--- config.mk ---
export PLATFORM = sky130hd
export DESIGN_NAME = reset_source_and_a20_emulation
export DESIGN_NICKNAME = d
export VERILOG_FILES = /design/src/core/status_flag.v /design/src/core/reset_source_and_a20_emulation.v
export VERILOG_INCLUDE_DIRS = /design/src /design/src/include
export SDC_FILE = /design/constraint.sdc
export NUM_CORES = 1
export LEC_CHECK = 0
export BUFFER_PORTS_ARGS = -buffer_cell sky130_fd_sc_hd__buf_2
export CAP_MARGIN = 20
export CORE_MARGIN = 4
export CORE_UTILIZATION = 40
export DETAILED_ROUTE_END_ITERATION = 7
export GPL_TIMING_DRIVEN = 0
export PLACE_DENSITY_LB_ADDON = 0.05
export SYNTH_ARGS = -nofsm -noshare
export SYNTH_HDL_FRONTEND = slang
export SYNTH_SLANG_ARGS = --single-unit
export TNS_END_PERCENT = 30
--- constraint.sdc ---
create_clock -name clk_sys_in -period 2.2 [get_ports clk_sys_in]
set_clock_uncertainty 0.05 [all_clocks]
set_input_delay 0.44 -clock clk_sys_in [delete_from_list [all_inputs] [get_ports clk_sys_in]]
set_output_delay 0.44 -clock clk_sys_in [all_outputs]
set_load 0.005 [all_outputs]
--- src/include/reset_a20_consts.vh ---
// Purpose: shared constants for the reset source and address-20 gate block
// Assumes: included by bare name from the core files
// Notes: offsets are byte addresses on their own access paths
`ifndef RESET_A20_CONSTS_VH
`define RESET_A20_CONSTS_VH

////////////////////////////////////////////////////////////////////////////////
// direct-mapped i/o port addresses
`define IO_LEGACY_DATA_ADDR 16'h0060
`define IO_LEGACY_CMD_ADDR 16'h0064
`define IO_FAST_CTL_ADDR 16'h0092

////////////////////////////////////////////////////////////////////////////////
// memory-mapped configuration offsets
`define MMCR_RESET_CFG_ADDR 12'hD72
`define MMCR_RESET_STATUS_ADDR 12'hD74

////////////////////////////////////////////////////////////////////////////////
// reset_configuration field positions
`define CFG_SOFTWARE_SYSTEM_RESET_BIT 0
`define CFG_PERIPHERAL_BUS_RESET_BIT_BIT 1
`define CFG_PRESERVE_ENB_BIT 2
`define CFG_RESET_VAL 8'h00

////////////////////////////////////////////////////////////////////////////////
// reset_source_status field positions
`define STA_POWER_OK_BIT 0
`define STA_PROG_PIN_BIT 1
`define STA_SHUTDOWN_BIT 2
`define STA_WATCHDOG_BIT 3
`define STA_DEBUG_SYS_BIT 4
`define STA_DEBUG_HARD_BIT 5
`define STA_LEGACY_CMD_BIT 6
`define STA_FLAG_COUNT 7
`define STA_RESET_VAL 8'h01

////////////////////////////////////////////////////////////////////////////////
// fast_system_control_port fields
`define FAST_CPU_RST_BIT 0
`define FAST_ADDR20_BIT 1
`define FAST_RESET_VAL 8'h00

////////////////////////////////////////////////////////////////////////////////
// legacy controller emulation
`define LEGACY_GATE_BIT 1
`define LEGACY_GATE_RESET 1'h1
`define LEGACY_CMD_WRITE_OUT 8'hD1
`define LEGACY_CMD_CPU_RESET 8'hFE

////////////////////////////////////////////////////////////////////////////////
// hard reset stretch, in clk_sys_in cycles
`define HARD_RESET_CYCLES 8'h10

`endif

--- src/core/status_flag.v ---
// Purpose: one sticky status flag, set by hardware, cleared by writing 1
// Assumes: set_in and clr_in are synchronous one-cycle strobes
// Notes: only rst_in and restore_in (power-good) return the flag to RESET_VAL

module status_flag #(
  parameter [0:0] RESET_VAL = 1'h0
) (
  input wire clk_sys_in,
  input wire rst_in,
  input wire restore_in,
  input wire set_in,
  input wire clr_in,
  output wire flag_out
);

  reg flag_ff;
  reg nxt_flag;

  // restore first, then set beats a same-cycle clear
  always @*
  begin
    if (restore_in)
      nxt_flag = RESET_VAL;
    else if (set_in)
      nxt_flag = 1'h1;
    else if (clr_in)
      nxt_flag = 1'h0;
    else
      nxt_flag = flag_ff;
  end

  always @(posedge clk_sys_in or posedge rst_in)
  begin
    if (rst_in)
      flag_ff <= RESET_VAL;
    else
      flag_ff <= nxt_flag;
  end

  assign flag_out = flag_ff;

endmodule

--- src/core/reset_source_and_a20_emulation.v ---
// Purpose: reset source capture, reset routing and legacy address-20 emulation
// Assumes: all inputs synchronous to clk_sys_in; i/o and mmcr strobes last one cycle
// Notes: rst_in stands for the power-on event and restores every register

`include "reset_a20_consts.vh"

////////////////////////////////////////////////////////////////////////////////
module reset_source_and_a20_emulation (
  input wire clk_sys_in,
  input wire rst_in,
  input wire power_ok_pin_in,
  input wire preserving_reset_pin_in,
  input wire shutdown_cycle_in,
  input wire watchdog_reset_in,
  input wire debug_sys_reset_in,
  input wire host_bridge_pci_reset_in,
  input wire [15:0] io_addr_in,
  input wire io_wr_in,
  input wire io_rd_in,
  input wire [7:0] io_wdata_in,
  output wire [7:0] io_rdata_out,
  output wire io_gp_forward_out,
  input wire [11:0] mmcr_addr_in,
  input wire mmcr_wr_in,
  input wire mmcr_rd_in,
  input wire [7:0] mmcr_wdata_in,
  output wire [7:0] mmcr_rdata_out,
  output wire cpu_hard_reset_out,
  output wire cpu_soft_reset_out,
  output wire nonmaskable_irq_clear_out,
  output wire peripheral_bus_reset_pin_out,
  output wire pci_reset_out,
  output wire internal_reg_reset_out,
  output wire sdram_preserve_out,
  output wire addr20_mask_signal_out
);

  ////////////////////////////////////////////////////////////////////////////
  // address decode helpers

  // one decoder shared by every i/o write and read path
  function io_hit;
    input [15:0] addr;
    input [15:0] port;
    begin
      io_hit = (addr == port);
    end
  endfunction

  function mmcr_hit;
    input [11:0] addr;
    input [11:0] offs;
    begin
      mmcr_hit = (addr == offs);
    end
  endfunction

  ////////////////////////////////////////////////////////////////////////////
  // declarations

  wire power_bad;
  wire wr_data_port;
  wire wr_cmd_port;
  wire wr_fast_port;
  wire rd_fast_port;
  wire wr_cfg;
  wire wr_sta;
  wire cfg_sel;
  wire sta_sel;
  wire prog_pin_event;
  wire sys_bit_event;
  wire wd_event;
  wire dbg_event;
  wire hard_event;
  wire hard_active;
  wire fast_rst_req;
  wire legacy_rst_req;
  wire shutdown_req;
  wire soft_req;
  wire [`STA_FLAG_COUNT-1:0] sta_set;
  wire [`STA_FLAG_COUNT-1:0] sta_clr;
  wire [`STA_FLAG_COUNT-1:0] sta_flags;
  wire [7:0] cfg_rd_value;
  localparam [7:0] sta_reset_bits = `STA_RESET_VAL; // one bit per flag instance

  reg [7:0] cfg_ff;
  reg [7:0] nxt_cfg;
  reg [7:0] fast_ctl_ff;
  reg [7:0] nxt_fast_ctl;
  reg emulated_addr20_gate_ff;
  reg nxt_emulated_addr20_gate;
  reg write_out_pending_ff;
  reg nxt_write_out_pending;
  reg prog_pin_d_ff;
  reg shutdown_d_ff;
  reg [7:0] hard_hold_ff;
  reg [7:0] nxt_hard_hold;
  reg preserve_ff;
  reg nxt_preserve;
  reg soft_pulse_ff;
  reg [7:0] io_rdata_ff;
  reg [7:0] nxt_io_rdata;
  reg [7:0] mmcr_rdata_ff;
  reg [7:0] nxt_mmcr_rdata;

  ////////////////////////////////////////////////////////////////////////////
  // access strobes

  // power_ok low is itself the power-good reset
  assign power_bad = ~power_ok_pin_in;

  assign wr_data_port = io_wr_in & io_hit(io_addr_in, `IO_LEGACY_DATA_ADDR);
  assign wr_cmd_port = io_wr_in & io_hit(io_addr_in, `IO_LEGACY_CMD_ADDR);
  assign wr_fast_port = io_wr_in & io_hit(io_addr_in, `IO_FAST_CTL_ADDR);
  assign rd_fast_port = io_rd_in & io_hit(io_addr_in, `IO_FAST_CTL_ADDR);
  assign cfg_sel = mmcr_hit(mmcr_addr_in, `MMCR_RESET_CFG_ADDR);
  assign sta_sel = mmcr_hit(mmcr_addr_in, `MMCR_RESET_STATUS_ADDR);
  assign wr_cfg = mmcr_wr_in & cfg_sel;
  assign wr_sta = mmcr_wr_in & sta_sel;

  // data and command ports hold nothing; every access goes out to the GP bus
  assign io_gp_forward_out = (io_wr_in | io_rd_in) &
    (io_hit(io_addr_in, `IO_LEGACY_DATA_ADDR) |
     io_hit(io_addr_in, `IO_LEGACY_CMD_ADDR));

  ////////////////////////////////////////////////////////////////////////////
  // hard reset sources

  // pin counts once per assertion, and only while enabled with power good
  assign prog_pin_event = preserving_reset_pin_in & ~prog_pin_d_ff &
    cfg_ff[`CFG_PRESERVE_ENB_BIT] & ~power_bad;
  assign sys_bit_event = wr_cfg & mmcr_wdata_in[`CFG_SOFTWARE_SYSTEM_RESET_BIT];
  assign wd_event = watchdog_reset_in & ~power_bad;
  assign dbg_event = debug_sys_reset_in & ~power_bad;
  assign hard_event = prog_pin_event | sys_bit_event | wd_event | dbg_event;
  assign hard_active = power_bad | (hard_hold_ff != 8'h00);

  // edge memories for level sources
  always @(posedge clk_sys_in or posedge rst_in)
  begin
    if (rst_in)
    begin
      prog_pin_d_ff <= 1'h0;
      shutdown_d_ff <= 1'h0;
    end
    else
    begin
      prog_pin_d_ff <= preserving_reset_pin_in;
      shutdown_d_ff <= shutdown_cycle_in;
    end
  end

  // stretch each hard event; power-good reset holds until power returns
  always @*
  begin
    nxt_hard_hold = hard_hold_ff;
    nxt_preserve = preserve_ff;
    if (power_bad)
    begin
      nxt_hard_hold = `HARD_RESET_CYCLES;
      nxt_preserve = 1'h0;
    end
    else if (hard_event)
    begin
      nxt_hard_hold = `HARD_RESET_CYCLES;
      // same-write enable counts for the software bit
      nxt_preserve = prog_pin_event | (sys_bit_event ?
        mmcr_wdata_in[`CFG_PRESERVE_ENB_BIT] : cfg_ff[`CFG_PRESERVE_ENB_BIT]);
    end
    else if (hard_hold_ff != 8'h00)
      nxt_hard_hold = hard_hold_ff - 8'h01;
    else
      nxt_preserve = 1'h0;
  end

  always @(posedge clk_sys_in or posedge rst_in)
  begin
    if (rst_in)
    begin
      hard_hold_ff <= `HARD_RESET_CYCLES;
      preserve_ff <= 1'h0;
    end
    else
    begin
      hard_hold_ff <= nxt_hard_hold;
      preserve_ff <= nxt_preserve;
    end
  end

  ////////////////////////////////////////////////////////////////////////////
  // reset configuration register

  // kept across every reset but power-good
  always @*
  begin
    nxt_cfg = cfg_ff;
    if (power_bad)
      nxt_cfg = `CFG_RESET_VAL;
    else if (wr_cfg)
    begin
      nxt_cfg = 8'h00;
      nxt_cfg[`CFG_SOFTWARE_SYSTEM_RESET_BIT] = mmcr_wdata_in[`CFG_SOFTWARE_SYSTEM_RESET_BIT];
      nxt_cfg[`CFG_PERIPHERAL_BUS_RESET_BIT_BIT] = mmcr_wdata_in[`CFG_PERIPHERAL_BUS_RESET_BIT_BIT];
      nxt_cfg[`CFG_PRESERVE_ENB_BIT] = mmcr_wdata_in[`CFG_PRESERVE_ENB_BIT];
    end
  end

  always @(posedge clk_sys_in or posedge rst_in)
  begin
    if (rst_in)
      cfg_ff <= `CFG_RESET_VAL;
    else
      cfg_ff <= nxt_cfg;
  end

  ////////////////////////////////////////////////////////////////////////////
  // soft reset sources

  // any write of 1, even over a stale 1, requests a soft reset
  assign fast_rst_req = wr_fast_port & io_wdata_in[`FAST_CPU_RST_BIT];
  assign legacy_rst_req = wr_cmd_port &
    (io_wdata_in == `LEGACY_CMD_CPU_RESET);
  assign shutdown_req = shutdown_cycle_in & ~shutdown_d_ff;
  // a soft request inside a hard reset is swallowed by it
  assign soft_req = (fast_rst_req | legacy_rst_req | shutdown_req) &
    ~hard_active;

  // one registered cycle per request
  always @(posedge clk_sys_in or posedge rst_in)
  begin
    if (rst_in)
      soft_pulse_ff <= 1'h0;
    else
      soft_pulse_ff <= soft_req;
  end

  ////////////////////////////////////////////////////////////////////////////
  // fast system control port

  // internal register: cleared by any hard reset; reset bit stays until 0 written
  always @*
  begin
    nxt_fast_ctl = fast_ctl_ff;
    if (hard_active)
      nxt_fast_ctl = `FAST_RESET_VAL;
    else if (wr_fast_port)
    begin
      nxt_fast_ctl = 8'h00;
      nxt_fast_ctl[`FAST_ADDR20_BIT] = io_wdata_in[`FAST_ADDR20_BIT];
      nxt_fast_ctl[`FAST_CPU_RST_BIT] = io_wdata_in[`FAST_CPU_RST_BIT];
    end
  end

  always @(posedge clk_sys_in or posedge rst_in)
  begin
    if (rst_in)
      fast_ctl_ff <= `FAST_RESET_VAL;
    else
      fast_ctl_ff <= nxt_fast_ctl;
  end

  ////////////////////////////////////////////////////////////////////////////
  // legacy controller snoop

  // D1h arms the next data write; any other command disarms it
  always @*
  begin
    nxt_write_out_pending = write_out_pending_ff;
    nxt_emulated_addr20_gate = emulated_addr20_gate_ff;
    if (hard_active)
    begin
      nxt_write_out_pending = 1'h0;
      nxt_emulated_addr20_gate = `LEGACY_GATE_RESET;
    end
    else if (wr_cmd_port)
      nxt_write_out_pending = (io_wdata_in == `LEGACY_CMD_WRITE_OUT);
    else if (wr_data_port & write_out_pending_ff)
    begin
      nxt_write_out_pending = 1'h0;
      // bit 0 is ignored on purpose, it never holds the cpu in reset
      nxt_emulated_addr20_gate = io_wdata_in[`LEGACY_GATE_BIT];
    end
  end

  always @(posedge clk_sys_in or posedge rst_in)
  begin
    if (rst_in)
    begin
      write_out_pending_ff <= 1'h0;
      emulated_addr20_gate_ff <= `LEGACY_GATE_RESET;
    end
    else
    begin
      write_out_pending_ff <= nxt_write_out_pending;
      emulated_addr20_gate_ff <= nxt_emulated_addr20_gate;
    end
  end

  ////////////////////////////////////////////////////////////////////////////
  // reset source status flags

  assign sta_set[`STA_POWER_OK_BIT] = 1'h0;
  assign sta_set[`STA_PROG_PIN_BIT] = prog_pin_event;
  assign sta_set[`STA_SHUTDOWN_BIT] = shutdown_req & ~hard_active;
  assign sta_set[`STA_WATCHDOG_BIT] = wd_event;
  assign sta_set[`STA_DEBUG_SYS_BIT] = dbg_event;
  // no debug hard reset source reaches this block
  assign sta_set[`STA_DEBUG_HARD_BIT] = 1'h0;
  assign sta_set[`STA_LEGACY_CMD_BIT] = legacy_rst_req & ~hard_active;

  // power-good restore leaves bit 0 set, which records that source
  genvar gi;
  generate
    for (gi = 0; gi < `STA_FLAG_COUNT; gi = gi + 1)
    begin : g_flag
      assign sta_clr[gi] = wr_sta & mmcr_wdata_in[gi];
      status_flag #(
        .RESET_VAL(sta_reset_bits[gi])
      ) u_flag (
        .clk_sys_in(clk_sys_in),
        .rst_in(rst_in),
        .restore_in(power_bad),
        .set_in(sta_set[gi]),
        .clr_in(sta_clr[gi]),
        .flag_out(sta_flags[gi])
      );
    end
  endgenerate

  ////////////////////////////////////////////////////////////////////////////
  // read data

  // gp reset bit reads back the pin itself
  assign cfg_rd_value = {5'h00, cfg_ff[`CFG_PRESERVE_ENB_BIT],
    peripheral_bus_reset_pin_out, cfg_ff[`CFG_SOFTWARE_SYSTEM_RESET_BIT]};

  // unmapped offsets read zero
  always @*
  begin
    nxt_mmcr_rdata = 8'h00;
    if (mmcr_rd_in & cfg_sel)
      nxt_mmcr_rdata = cfg_rd_value;
    else if (mmcr_rd_in & sta_sel)
      nxt_mmcr_rdata = {1'h0, sta_flags};
  end

  // only the fast port answers locally; 0060h/0064h reads come from GP bus
  always @*
  begin
    nxt_io_rdata = 8'h00;
    if (rd_fast_port)
      nxt_io_rdata = fast_ctl_ff;
  end

  always @(posedge clk_sys_in or posedge rst_in)
  begin
    if (rst_in)
    begin
      mmcr_rdata_ff <= 8'h00;
      io_rdata_ff <= 8'h00;
    end
    else
    begin
      mmcr_rdata_ff <= nxt_mmcr_rdata;
      io_rdata_ff <= nxt_io_rdata;
    end
  end

  ////////////////////////////////////////////////////////////////////////////
  // outputs

  assign mmcr_rdata_out = mmcr_rdata_ff;
  assign io_rdata_out = io_rdata_ff;
  assign cpu_hard_reset_out = hard_active;
  assign internal_reg_reset_out = hard_active;
  assign peripheral_bus_reset_pin_out = hard_active | cfg_ff[`CFG_PERIPHERAL_BUS_RESET_BIT_BIT];
  assign pci_reset_out = hard_active | host_bridge_pci_reset_in;
  assign sdram_preserve_out = preserve_ff & ~power_bad;
  assign cpu_soft_reset_out = soft_pulse_ff;
  // soft reset knocks out nmi enable so the stack can be set up first
  assign nonmaskable_irq_clear_out = soft_pulse_ff;
  // high masks address 20; either gate source lets it through
  assign addr20_mask_signal_out = ~(emulated_addr20_gate_ff |
    fast_ctl_ff[`FAST_ADDR20_BIT]);

endmodule

==> metrics.cfg, run 1 <==
[routing]
ant_nets=0
drt_iter0_drc=63
viasPerCell=5.16
first_pass_iters=4
vias=1744
wl_per_cell_um=14.0
wl_mm=4.72
drcViolationCount=0

[placement]
hpwl_mm=3.42
placedCellCount=313
gp_congestion=0.747
io_buffers=70
dpl_worst_slack_ns=-0.282

[clock_network]
insertion_delay_ns=0.29
clk_pin_slew_ns=0.07
hold_buffers=0
clock-sinks=33
cts_tree=yes
clockRootBuffer=clkbuf_8
htreeDepth=2
clk_path_buf_depth=2
numCtsBuffers=5

[critical_path]
r2r_end=hard_hold_ff[4]
startpoint_type=register
cp-end-kind=output port
r2r-start=hard_hold_ff[1]
critPathKind=reg2out
worstSetupStartpoint=hard_hold_ff[3]
reg2reg_slack_ns=0.05
crit_arrival_ns=1.77
ff2ff_path_depth=14
worstPathRequired_ns=1.71
worstPathMaxFanout=6

[yosys]
ys.flop_type=dfrtp_1
synth_compound_area_frac=0.115
seq_area_frac_synth=0.450
synth_top_family_by_area=simple AND/OR/NAND/NOR gates
ys_seq_elements=33
postSynth.asyncResetShare=1.00
netlist_area_sq_um=1840
synth_simple_gate_area_frac=0.329
synth_edf_count=0
yosys.area_share.xor_xnor=0.0190
muxShareOfSynthArea=0.0109
ys_warn_count=0
synth_cells=183
syn_area_per_cell_sq_um=10.1
synthAdderAreaFrac=0.0136
yosysUniqueCellTypes=50

[grt]
grt_pass1_wl_mm=7.82
grt_pass1_vias=1750
gr-total-overflow=0
grt_usage=0.179
grt_antenna_before_repair=0
grt_max_degree=22

[timing]
drv_slew=0
slew_headroom=0.591
timing.setup.tns_ns=-0.113
fmax_mhz=443
worst_slew_pin_slew_ns=0.608
hold_violations=0
rsz0062_at_grt=yes
fin_crit_ns=2.26
whs_ns=0.153
setup_viol=2
setup_ws_ns=-0.0573
finalCritPeriodShare=1.03

[status]
violations=negative setup slack
status=finished, violations left

[power]
powerDensity_nw_per_um2=488
vdd_drop_max_v=0.000258
cellLeakagePower_nw=1.28

[floorplanning]
coreArea_sq_um=4410
die-width_um=75.9
io_pins=81
chipHeight_um=75.9
dieArea_sq_um=5760
num_rows=24
start_util=0.418

[layout]
area_growth_pct=41.9
n_fill_cell=403
final_core_util=0.592
layout.cells.most_common=buf_2
num_antenna_cells=0
final_nets=343
drive_gt1_frac=0.476
most-common-layout-cells=68 x buf_2, 29 x dfrtp_1, 26 x buf_4, 13 x nor2_1, 11 x o21ai_0
layout.cells.non_filler=338

[worst_hold_path]
min_path_type=in2async

[run]
drv_cap=0

-- worst max-delay path, cell delays in order, from the launching register on --
cell and delay (ns):
dfrtp_2 0.44, nor4_4 0.36, nand3_2 0.17, buf_8 0.16
or2_4 0.23, buf_6 0.11
-- cell type report --
cell class	instances	area, sq um	share of cell area
Timing Repair Buffer	88	522	0.200
Clock buffer	6	72.6	0.0278
Inverter	8	30.0	0.0115
Sequential cell	33	831	0.318
Multi-Input combinational cell	137	991	0.379
Tap cell	52	65.1	0.0249
Clock inverter	2	10.0	0.00383
Buffer	12	93.8	0.0359
-- report_power, final --
part	leakage, nW	switching, mW	internal [mW]
logic	0.793	0.0985	0.108
clock network	0.0450	0.226	0.219
registers	0.440	0.00808	0.617
total	1.28	0.333	0.944
-- stage by stage --
step	power, mW	area [sq um]
2_1_floorplan	0.717	1870
3_3_place_gp	0.795	2280
3_5_place_dp	0.803	2310
4_1_cts	1.28	2570
5_1_grt	1.34	2620
6_report	1.28	2620
-- cells in the mapped netlist, types with 2 or more instances --
| cell | n | area share |
|---|---|---|
| mux2i_1 | 2 | 0.011 |
| dfrtp_1 | 30 | 0.41 |
| nor3_1 | 3 | 0.0081 |
| nand3b_1 | 5 | 0.020 |
| a21oi_1 | 7 | 0.019 |
| nand4bb_1 | 2 | 0.012 |
| nor3b_1 | 4 | 0.016 |
| or4_1 | 2 | 0.0081 |
| nor2_1 | 13 | 0.026 |
| xnor2_1 | 2 | 0.0095 |
| a31o_2 | 2 | 0.0095 |
| xor2_1 | 2 | 0.0095 |
| inv_1 | 8 | 0.016 |
| nand3_1 | 9 | 0.024 |
| nor2b_1 | 4 | 0.014 |
| nand2_1 | 10 | 0.020 |
| or2_2 | 2 | 0.0068 |
| dfstp_2 | 3 | 0.043 |
| clkbuf_1 | 2 | 0.0041 |
| and3_1 | 2 | 0.0068 |
| a31oi_1 | 3 | 0.010 |
| ha_1 | 2 | 0.014 |
| or3_1 | 2 | 0.0068 |
| and2_1 | 6 | 0.020 |
| nor4_1 | 2 | 0.0068 |
| a22oi_1 | 2 | 0.0081 |
| o21ai_0 | 11 | 0.030 |
| nand4_1 | 3 | 0.010 |
| nand2b_1 | 5 | 0.017 |
| nor4_4 | 4 | 0.046 |
| buf_4 | 10 | 0.041 |
-- how the worst max path moves through the flow --
stage | end | slack [ns] | depth (start not counted)
5_1_grt | pci_reset_out | -0.13 | 7
3_5_place_dp | peripheral_bus_reset_pin_out | -0.28 | 7
6_report | peripheral_bus_reset_pin_out | -0.06 | 5
3_3_place_gp | peripheral_bus_reset_pin_out | -0.29 | 7
2_1_floorplan | pci_reset_out | 0.15 | 6
4_1_cts | peripheral_bus_reset_pin_out | -0.02 | 7
-- state kept, by name, indices dropped and copies added (netlist names) --
| register | cells |
|---|---|
| prog_pin_d_ff | 1 |
| fast_ctl_ff | 2 |
| write_out_pending_ff | 1 |
| cpu_soft_reset_out | 1 |
| emulated_addr20_gate_ff | 1 |
| hard_hold_ff | 8 |
| preserve_ff | 1 |
| cfg_ff | 3 |
| io_rdata_out | 2 |
| shutdown_d_ff | 1 |
| g_flag.u_flag.flag_out | 6 |
| mmcr_rdata_out | 6 |
-- per-layer routing --
layer | routed length, um | GRT usage | up-vias
met5 | 0 | 0 | -
li1 | - | - | 849
met4 | 105 | 0.0680 | 0
met3 | 389 | 0.0475 | 12
met2 | 2180 | 0.285 | 83
met1 | 2040 | 0.231 | 800
-- logic make-up (layout without fill, tap and decap cells) --
logic type | after synthesis | in the layout
simple gates | 88 | 88
compound gates | 33 | 33
flops | 33 | 33
buf+inv | 20 | 116
xor+xnor | 4 | 4
fa+ha+maj | 2 | 2
mux | 2 | 2
other cells | 1 | 8
-- repair_timing --
item	CTS	global route
buffers inserted	16	1
pin swaps	3	4
gates resized for setup	15	8
endpoints found under the setup margin	4	6
(Power assumes the default switching activity.)
==> run 2, diff against run 1 <==
Settings changed: CORE_UTILIZATION 40 to 47, MAX_ROUTING_LAYER from default to met4.
==> metrics.cfg, run 2 (same netlist as run 1, synthesis figures left out) <==
[layout]
layout.cells.most_common=buf_2
area_growth_pct=39.5
largest_reg_flops=8  ; unchanged
drive_gt1_frac=0.448  ; -0.0271
multi_input_area_sq_um=968  ; -2.3%
seqCellArea_sq_um=830  ; -0.15%
regMostFlops=hard_hold_ff
final_nets=338  ; -1.5%
n_fill_cell=320  ; -21%
most-common-layout-cells=68 x buf_2, 30 x dfrtp_1, 23 x buf_4, 13 x nor2_1, 11 x o21ai_0
num_antenna_cells=0  ; unchanged

[placement]
io_buffers=70  ; unchanged
gp_congestion=0.823  ; +10%
hpwl_mm=3.40  ; -0.75%
dpl_worst_slack_ns=-0.196  ; +0.0862 ns

[critical_path]
cp-end-kind=output port
reg2reg_slack_ns=0.21  ; +0.16 ns
crit_arrival_ns=1.66  ; -0.11 ns
critPathKind=reg2out
startpoint_type=register
r2r_end=cpu_soft_reset_out
ff2ff_path_depth=8  ; -6
worstPathMaxFanout=6  ; unchanged
worstPathRequired_ns=1.71  ; about the same
r2r-start=hard_hold_ff[1]

[timing]
rsz0062_at_grt=yes
slew_headroom=0.586  ; -0.00509
hold_violations=0  ; unchanged
fin_crit_ns=2.15  ; -0.104 ns
worst_slew_pin_slew_ns=0.616  ; +0.00757 ns
fmax_mhz=464  ; +4.8%
setup_ws_ns=0.0465  ; +0.104 ns
drv_slew=0  ; unchanged
finalCritPeriodShare=0.979  ; -0.0472
setup_viol=0  ; -2

[routing]
first_pass_iters=4  ; unchanged
drcViolationCount=0  ; unchanged
vias=1692  ; -3.0%
wl_per_cell_um=13.5  ; -3.1%
ant_nets=0  ; unchanged
viasPerCell=5.14  ; -0.33%
wl_mm=4.45  ; -5.6%
drt_iter0_drc=98  ; +56%

[clock_network]
numCtsBuffers=5  ; unchanged
clk_path_buf_depth=2  ; unchanged
hold_buffers=0  ; unchanged
htreeDepth=2  ; unchanged
clockRootBuffer=clkbuf_8
clock-sinks=33  ; unchanged
insertion_delay_ns=0.28  ; about the same
clk_pin_slew_ns=0.07  ; about the same
cts_tree=yes

[floorplanning]
chipHeight_um=70.6  ; -6.9%
die-width_um=70.6  ; -6.9%
coreArea_sq_um=3720  ; -16%
io_pins=81  ; unchanged
num_rows=22  ; -8.3%
dieArea_sq_um=4990  ; -13%
start_util=0.496  ; +0.0784

[run]
drv_cap=0  ; unchanged

[power]
cellLeakagePower_nw=1.26  ; -1.2%
powerDensity_nw_per_um2=545  ; +12%
vdd_drop_max_v=0.000239  ; -7.4%
finalPower_mw=1.40  ; +9.8%

[status]
status=complete, no violations

[grt]
grt_pass1_wl_mm=7.36  ; -5.9%
grt_max_degree=23  ; +4.5%
gr-total-overflow=0  ; unchanged
grt_pass1_vias=1692  ; -3.3%
grt_antenna_before_repair=0  ; unchanged
grt_usage=0.188  ; +0.00957

[worst_hold_path]
min_path_type=in2async

## run 2: area by class of cell
class,count,area share
buffer,11,0.0307
clock buffer,7,0.0336
tap,48,0.0234
inverter,8,0.0117
sequential,33,0.323
multi-input combinational,137,0.377
clock inverter,1,0.0117
timing repair buffer,84,0.190
## run 2: worst max-delay path, cell delays in order (launching register included)
cell     delay, ns
dfrtp_1       0.40
inv_2         0.09
ha_4          0.13
nor3b_4       0.24
nand3_4       0.15
or2_4         0.26
buf_6         0.11
## run 2: metrics by stage
stage | utilization | setup TNS, ns | hold slack (ns) | cell area (sq um) | instances
after floorplan | - | 0 | 0.396 | 1870 | 190
after global placement | 0.613 | -0.535 | 0.413 | 2280 | 308
after detailed placement | 0.621 | -0.441 | 0.420 | 2310 | 309
after CTS | 0.685 | -0.0814 | 0.152 | 2540 | 328
after global routing | 0.692 | -0.0708 | 0.170 | 2570 | 329
final | 0.692 | 0 | 0.139 | 2570 | 329
## run 2: per-layer routing
metal | track usage | vias to the layer above | wire length (um)
met1 | 0.231 | 768 | 1920
met4 | 0.0564 | 0 | 46
met5 | - | - | 0
met3 | 0.0540 | 5 | 367
li1 | - | 842 | -
met2 | 0.302 | 77 | 2120
## run 2: how the worst max path moves through the flow
stage	start	endpoint	slack, ns	cells past startpoint
after floorplan	hard_hold_ff[0]	pci_reset_out	0.15	6
after global placement	hard_hold_ff[0]	peripheral_bus_reset_pin_out	-0.23	7
after detailed placement	hard_hold_ff[0]	pci_reset_out	-0.20	7
after CTS	hard_hold_ff[1]	peripheral_bus_reset_pin_out	-0.04	7
after global routing	hard_hold_ff[1]	pci_reset_out	-0.04	6
final	hard_hold_ff[1]	peripheral_bus_reset_pin_out	0.05	6
## run 2: power breakdown
part / internal (mW) / total (mW) / switching (mW)
sequential: 0.617 / 0.624 / 0.00783
clock: 0.369 / 0.587 / 0.218
combinational: 0.0979 / 0.190 / 0.0923
## run 2: timing repair
action | 4_1_cts | 5_1_grt
pin swaps | 3 | 1
gates resized for setup | 10 | 5
setup endpoints to repair | 4 | 4
buffers inserted | 11 | 2
==> run 3, diff against run 2 <==
Settings changed: CORE_ASPECT_RATIO from default to 0.6.
==> metrics.cfg, run 3 (same netlist as run 1, synthesis figures left out) <==
[status]
status=complete, no violations

[placement]
gp_congestion=0.809  ; -1.7%
io_buffers=70  ; unchanged
hpwl_mm=3.56  ; +5.0%
postPlaceCellArea_sq_um=2310  ; about the same
dpl_worst_slack_ns=-0.328  ; -0.132 ns

[grt]
grt_pass1_wl_mm=7.77  ; +5.6%
grt_antenna_before_repair=0  ; unchanged
grt_max_degree=24  ; +4.3%
grt_usage=0.203  ; +0.0152
gr-total-overflow=0  ; unchanged
grt_pass1_vias=1642  ; -3.0%

[routing]
wl_mm=4.86  ; +9.2%
vias=1756  ; +3.8%
viasPerCell=5.31  ; +3.2%
first_pass_iters=4  ; unchanged
wl_per_cell_um=14.7  ; +8.5%
drt_iter0_drc=112  ; +14%
ant_nets=0  ; unchanged
drcViolationCount=0  ; unchanged

[critical_path]
crit_path_end=peripheral_bus_reset_pin_out
worstPathMaxFanout=5  ; -1
worstPathRequired_ns=1.71  ; about the same
crit_arrival_ns=1.68  ; +0.02 ns
cp-end-kind=output port
r2r-start=hard_hold_ff[0]
worstSetupStartpoint=hard_hold_ff[0]
r2r_end=hard_hold_ff[4]
startpoint_type=register
ff2ff_path_depth=13  ; +5
reg2reg_slack_ns=0.13  ; -0.08 ns
critPathKind=reg2out

[floorplanning]
dieArea_sq_um=5020  ; +0.66%
die-width_um=88.8  ; +26%
chipHeight_um=56.5  ; -20%
num_rows=17  ; -23%
io_pins=81  ; unchanged
start_util=0.495  ; -0.000834
coreArea_sq_um=3720  ; +0.17%

[power]
power.switching_uw=344  ; +8.2%
vdd_drop_max_v=0.000327  ; +37%
cellLeakagePower_nw=1.26  ; about the same
p_int_uw=940  ; -13%
seqPwrFrac=0.486  ; +0.040
powerDensity_nw_per_um2=496  ; -9.1%
comb_power_share=0.160  ; +0.024
swShare=0.268  ; +0.0412
power.share.clock=0.354  ; -0.065

[timing]
rsz0062_at_grt=yes
setup_viol=0  ; unchanged
drv_slew=0  ; unchanged
worst_slew_pin_slew_ns=0.710  ; +0.0941 ns
finalCritPeriodShare=0.987  ; +0.00813
setup_ws_ns=0.0287  ; -0.0179 ns
slew_headroom=0.523  ; -0.0633
fmax_mhz=461  ; -0.82%
hold_violations=0  ; unchanged
fin_crit_ns=2.17  ; +0.0179 ns
whs_ns=0.106  ; -0.0338 ns

[layout]
layout.cells.most_common=buf_2
final_nets=341  ; +0.89%
n_fill_cell=285  ; -11%
final_core_util=0.696  ; +0.00388
largest_reg_flops=8  ; unchanged
most-common-layout-cells=69 x buf_2, 30 x dfrtp_1, 25 x buf_4, 13 x nor2_1, 11 x o21ai_0
num_antenna_cells=0  ; unchanged
fin_area_sq_um=2590  ; +0.73%
regMostFlops=hard_hold_ff
area_growth_pct=40.5
drive_gt1_frac=0.472  ; +0.0234

[clock_network]
htreeDepth=2  ; unchanged
cts_tree=yes
hold_buffers=0  ; unchanged
clk_path_buf_depth=2  ; unchanged
clock-sinks=33  ; unchanged
numCtsBuffers=5  ; unchanged
insertion_delay_ns=0.28  ; about the same
clockRootBuffer=clkbuf_8
clk_pin_slew_ns=0.07  ; about the same

[worst_hold_path]
min_path_type=in2async

[run]
drv_cap=0  ; unchanged

[run 3: timing repair]
action	CTS	global route
hold endpoints to repair	0	0
pin swaps	3	5
gates resized for setup	13	8
setup buffers	18	0
endpoints found under the setup margin	6	7
[run 3: how the worst min path moves through the flow]
| stage | from | to | slack, ns |
|---|---|---|---|
| after CTS | rst_in | io_rdata_out[0] | 0.12 |
| after global placement | g_flag[3].u_flag.flag_out | mmcr_rdata_out[3] | 0.41 |
| final | rst_in | io_rdata_out[1] | 0.11 |
| after detailed placement | g_flag[3].u_flag.flag_out | mmcr_rdata_out[3] | 0.41 |
| after global routing | rst_in | io_rdata_out[0] | 0.15 |
| after floorplan | fast_ctl_ff[0] | io_rdata_out[0] | 0.40 |
[run 3: power groups by stage]
stage	Clock (mW)	Combinational, mW	Sequential (mW)
3_5_place_dp	0	0.168	0.636
3_3_place_gp	0	0.160	0.636
6_report	0.455	0.205	0.624
5_1_grt	0.491	0.225	0.625
2_1_floorplan	0	0.0835	0.634
4_1_cts	0.460	0.195	0.624
[run 3: layout make-up]
| cell class | count | area [sq um] | area share |
|---|---|---|---|
| inverters | 8 | 30.0 | 0.0116 |
| clock buffers | 5 | 68.8 | 0.0266 |
| multi-input cells | 137 | 998 | 0.386 |
| flip-flops and latches | 33 | 830 | 0.320 |
| plain buffers | 10 | 71.3 | 0.0275 |
| clock inverters | 3 | 17.5 | 0.00676 |
| repair buffers | 88 | 515 | 0.199 |
| well taps | 47 | 58.8 | 0.0227 |
[run 3: critical path, stage by stage (launching register included)]
cell and delay (ns):
dfrtp_1 0.41, inv_2 0.10, ha_4 0.14, nor3b_4 0.25
nand3_4 0.14, or2_4 0.24, buf_2 0.13
[run 3: layer usage]
| metal | global-route usage | wire [um] |
|---|---|---|
| met5 | - | 0 |
| met4 | 0.0323 | 46 |
| met3 | 0.0528 | 444 |
| met2 | 0.289 | 2150 |
| met1 | 0.297 | 2220 |
[run 3: through the flow]
stage,total power [mW],std cells,setup TNS (ns)
after CTS,1.28,334,-0.00837
final,1.28,331,0
after global placement,0.795,307,-0.728
after floorplan,0.717,190,0
after global routing,1.34,331,-0.0465
after detailed placement,0.803,308,-0.914
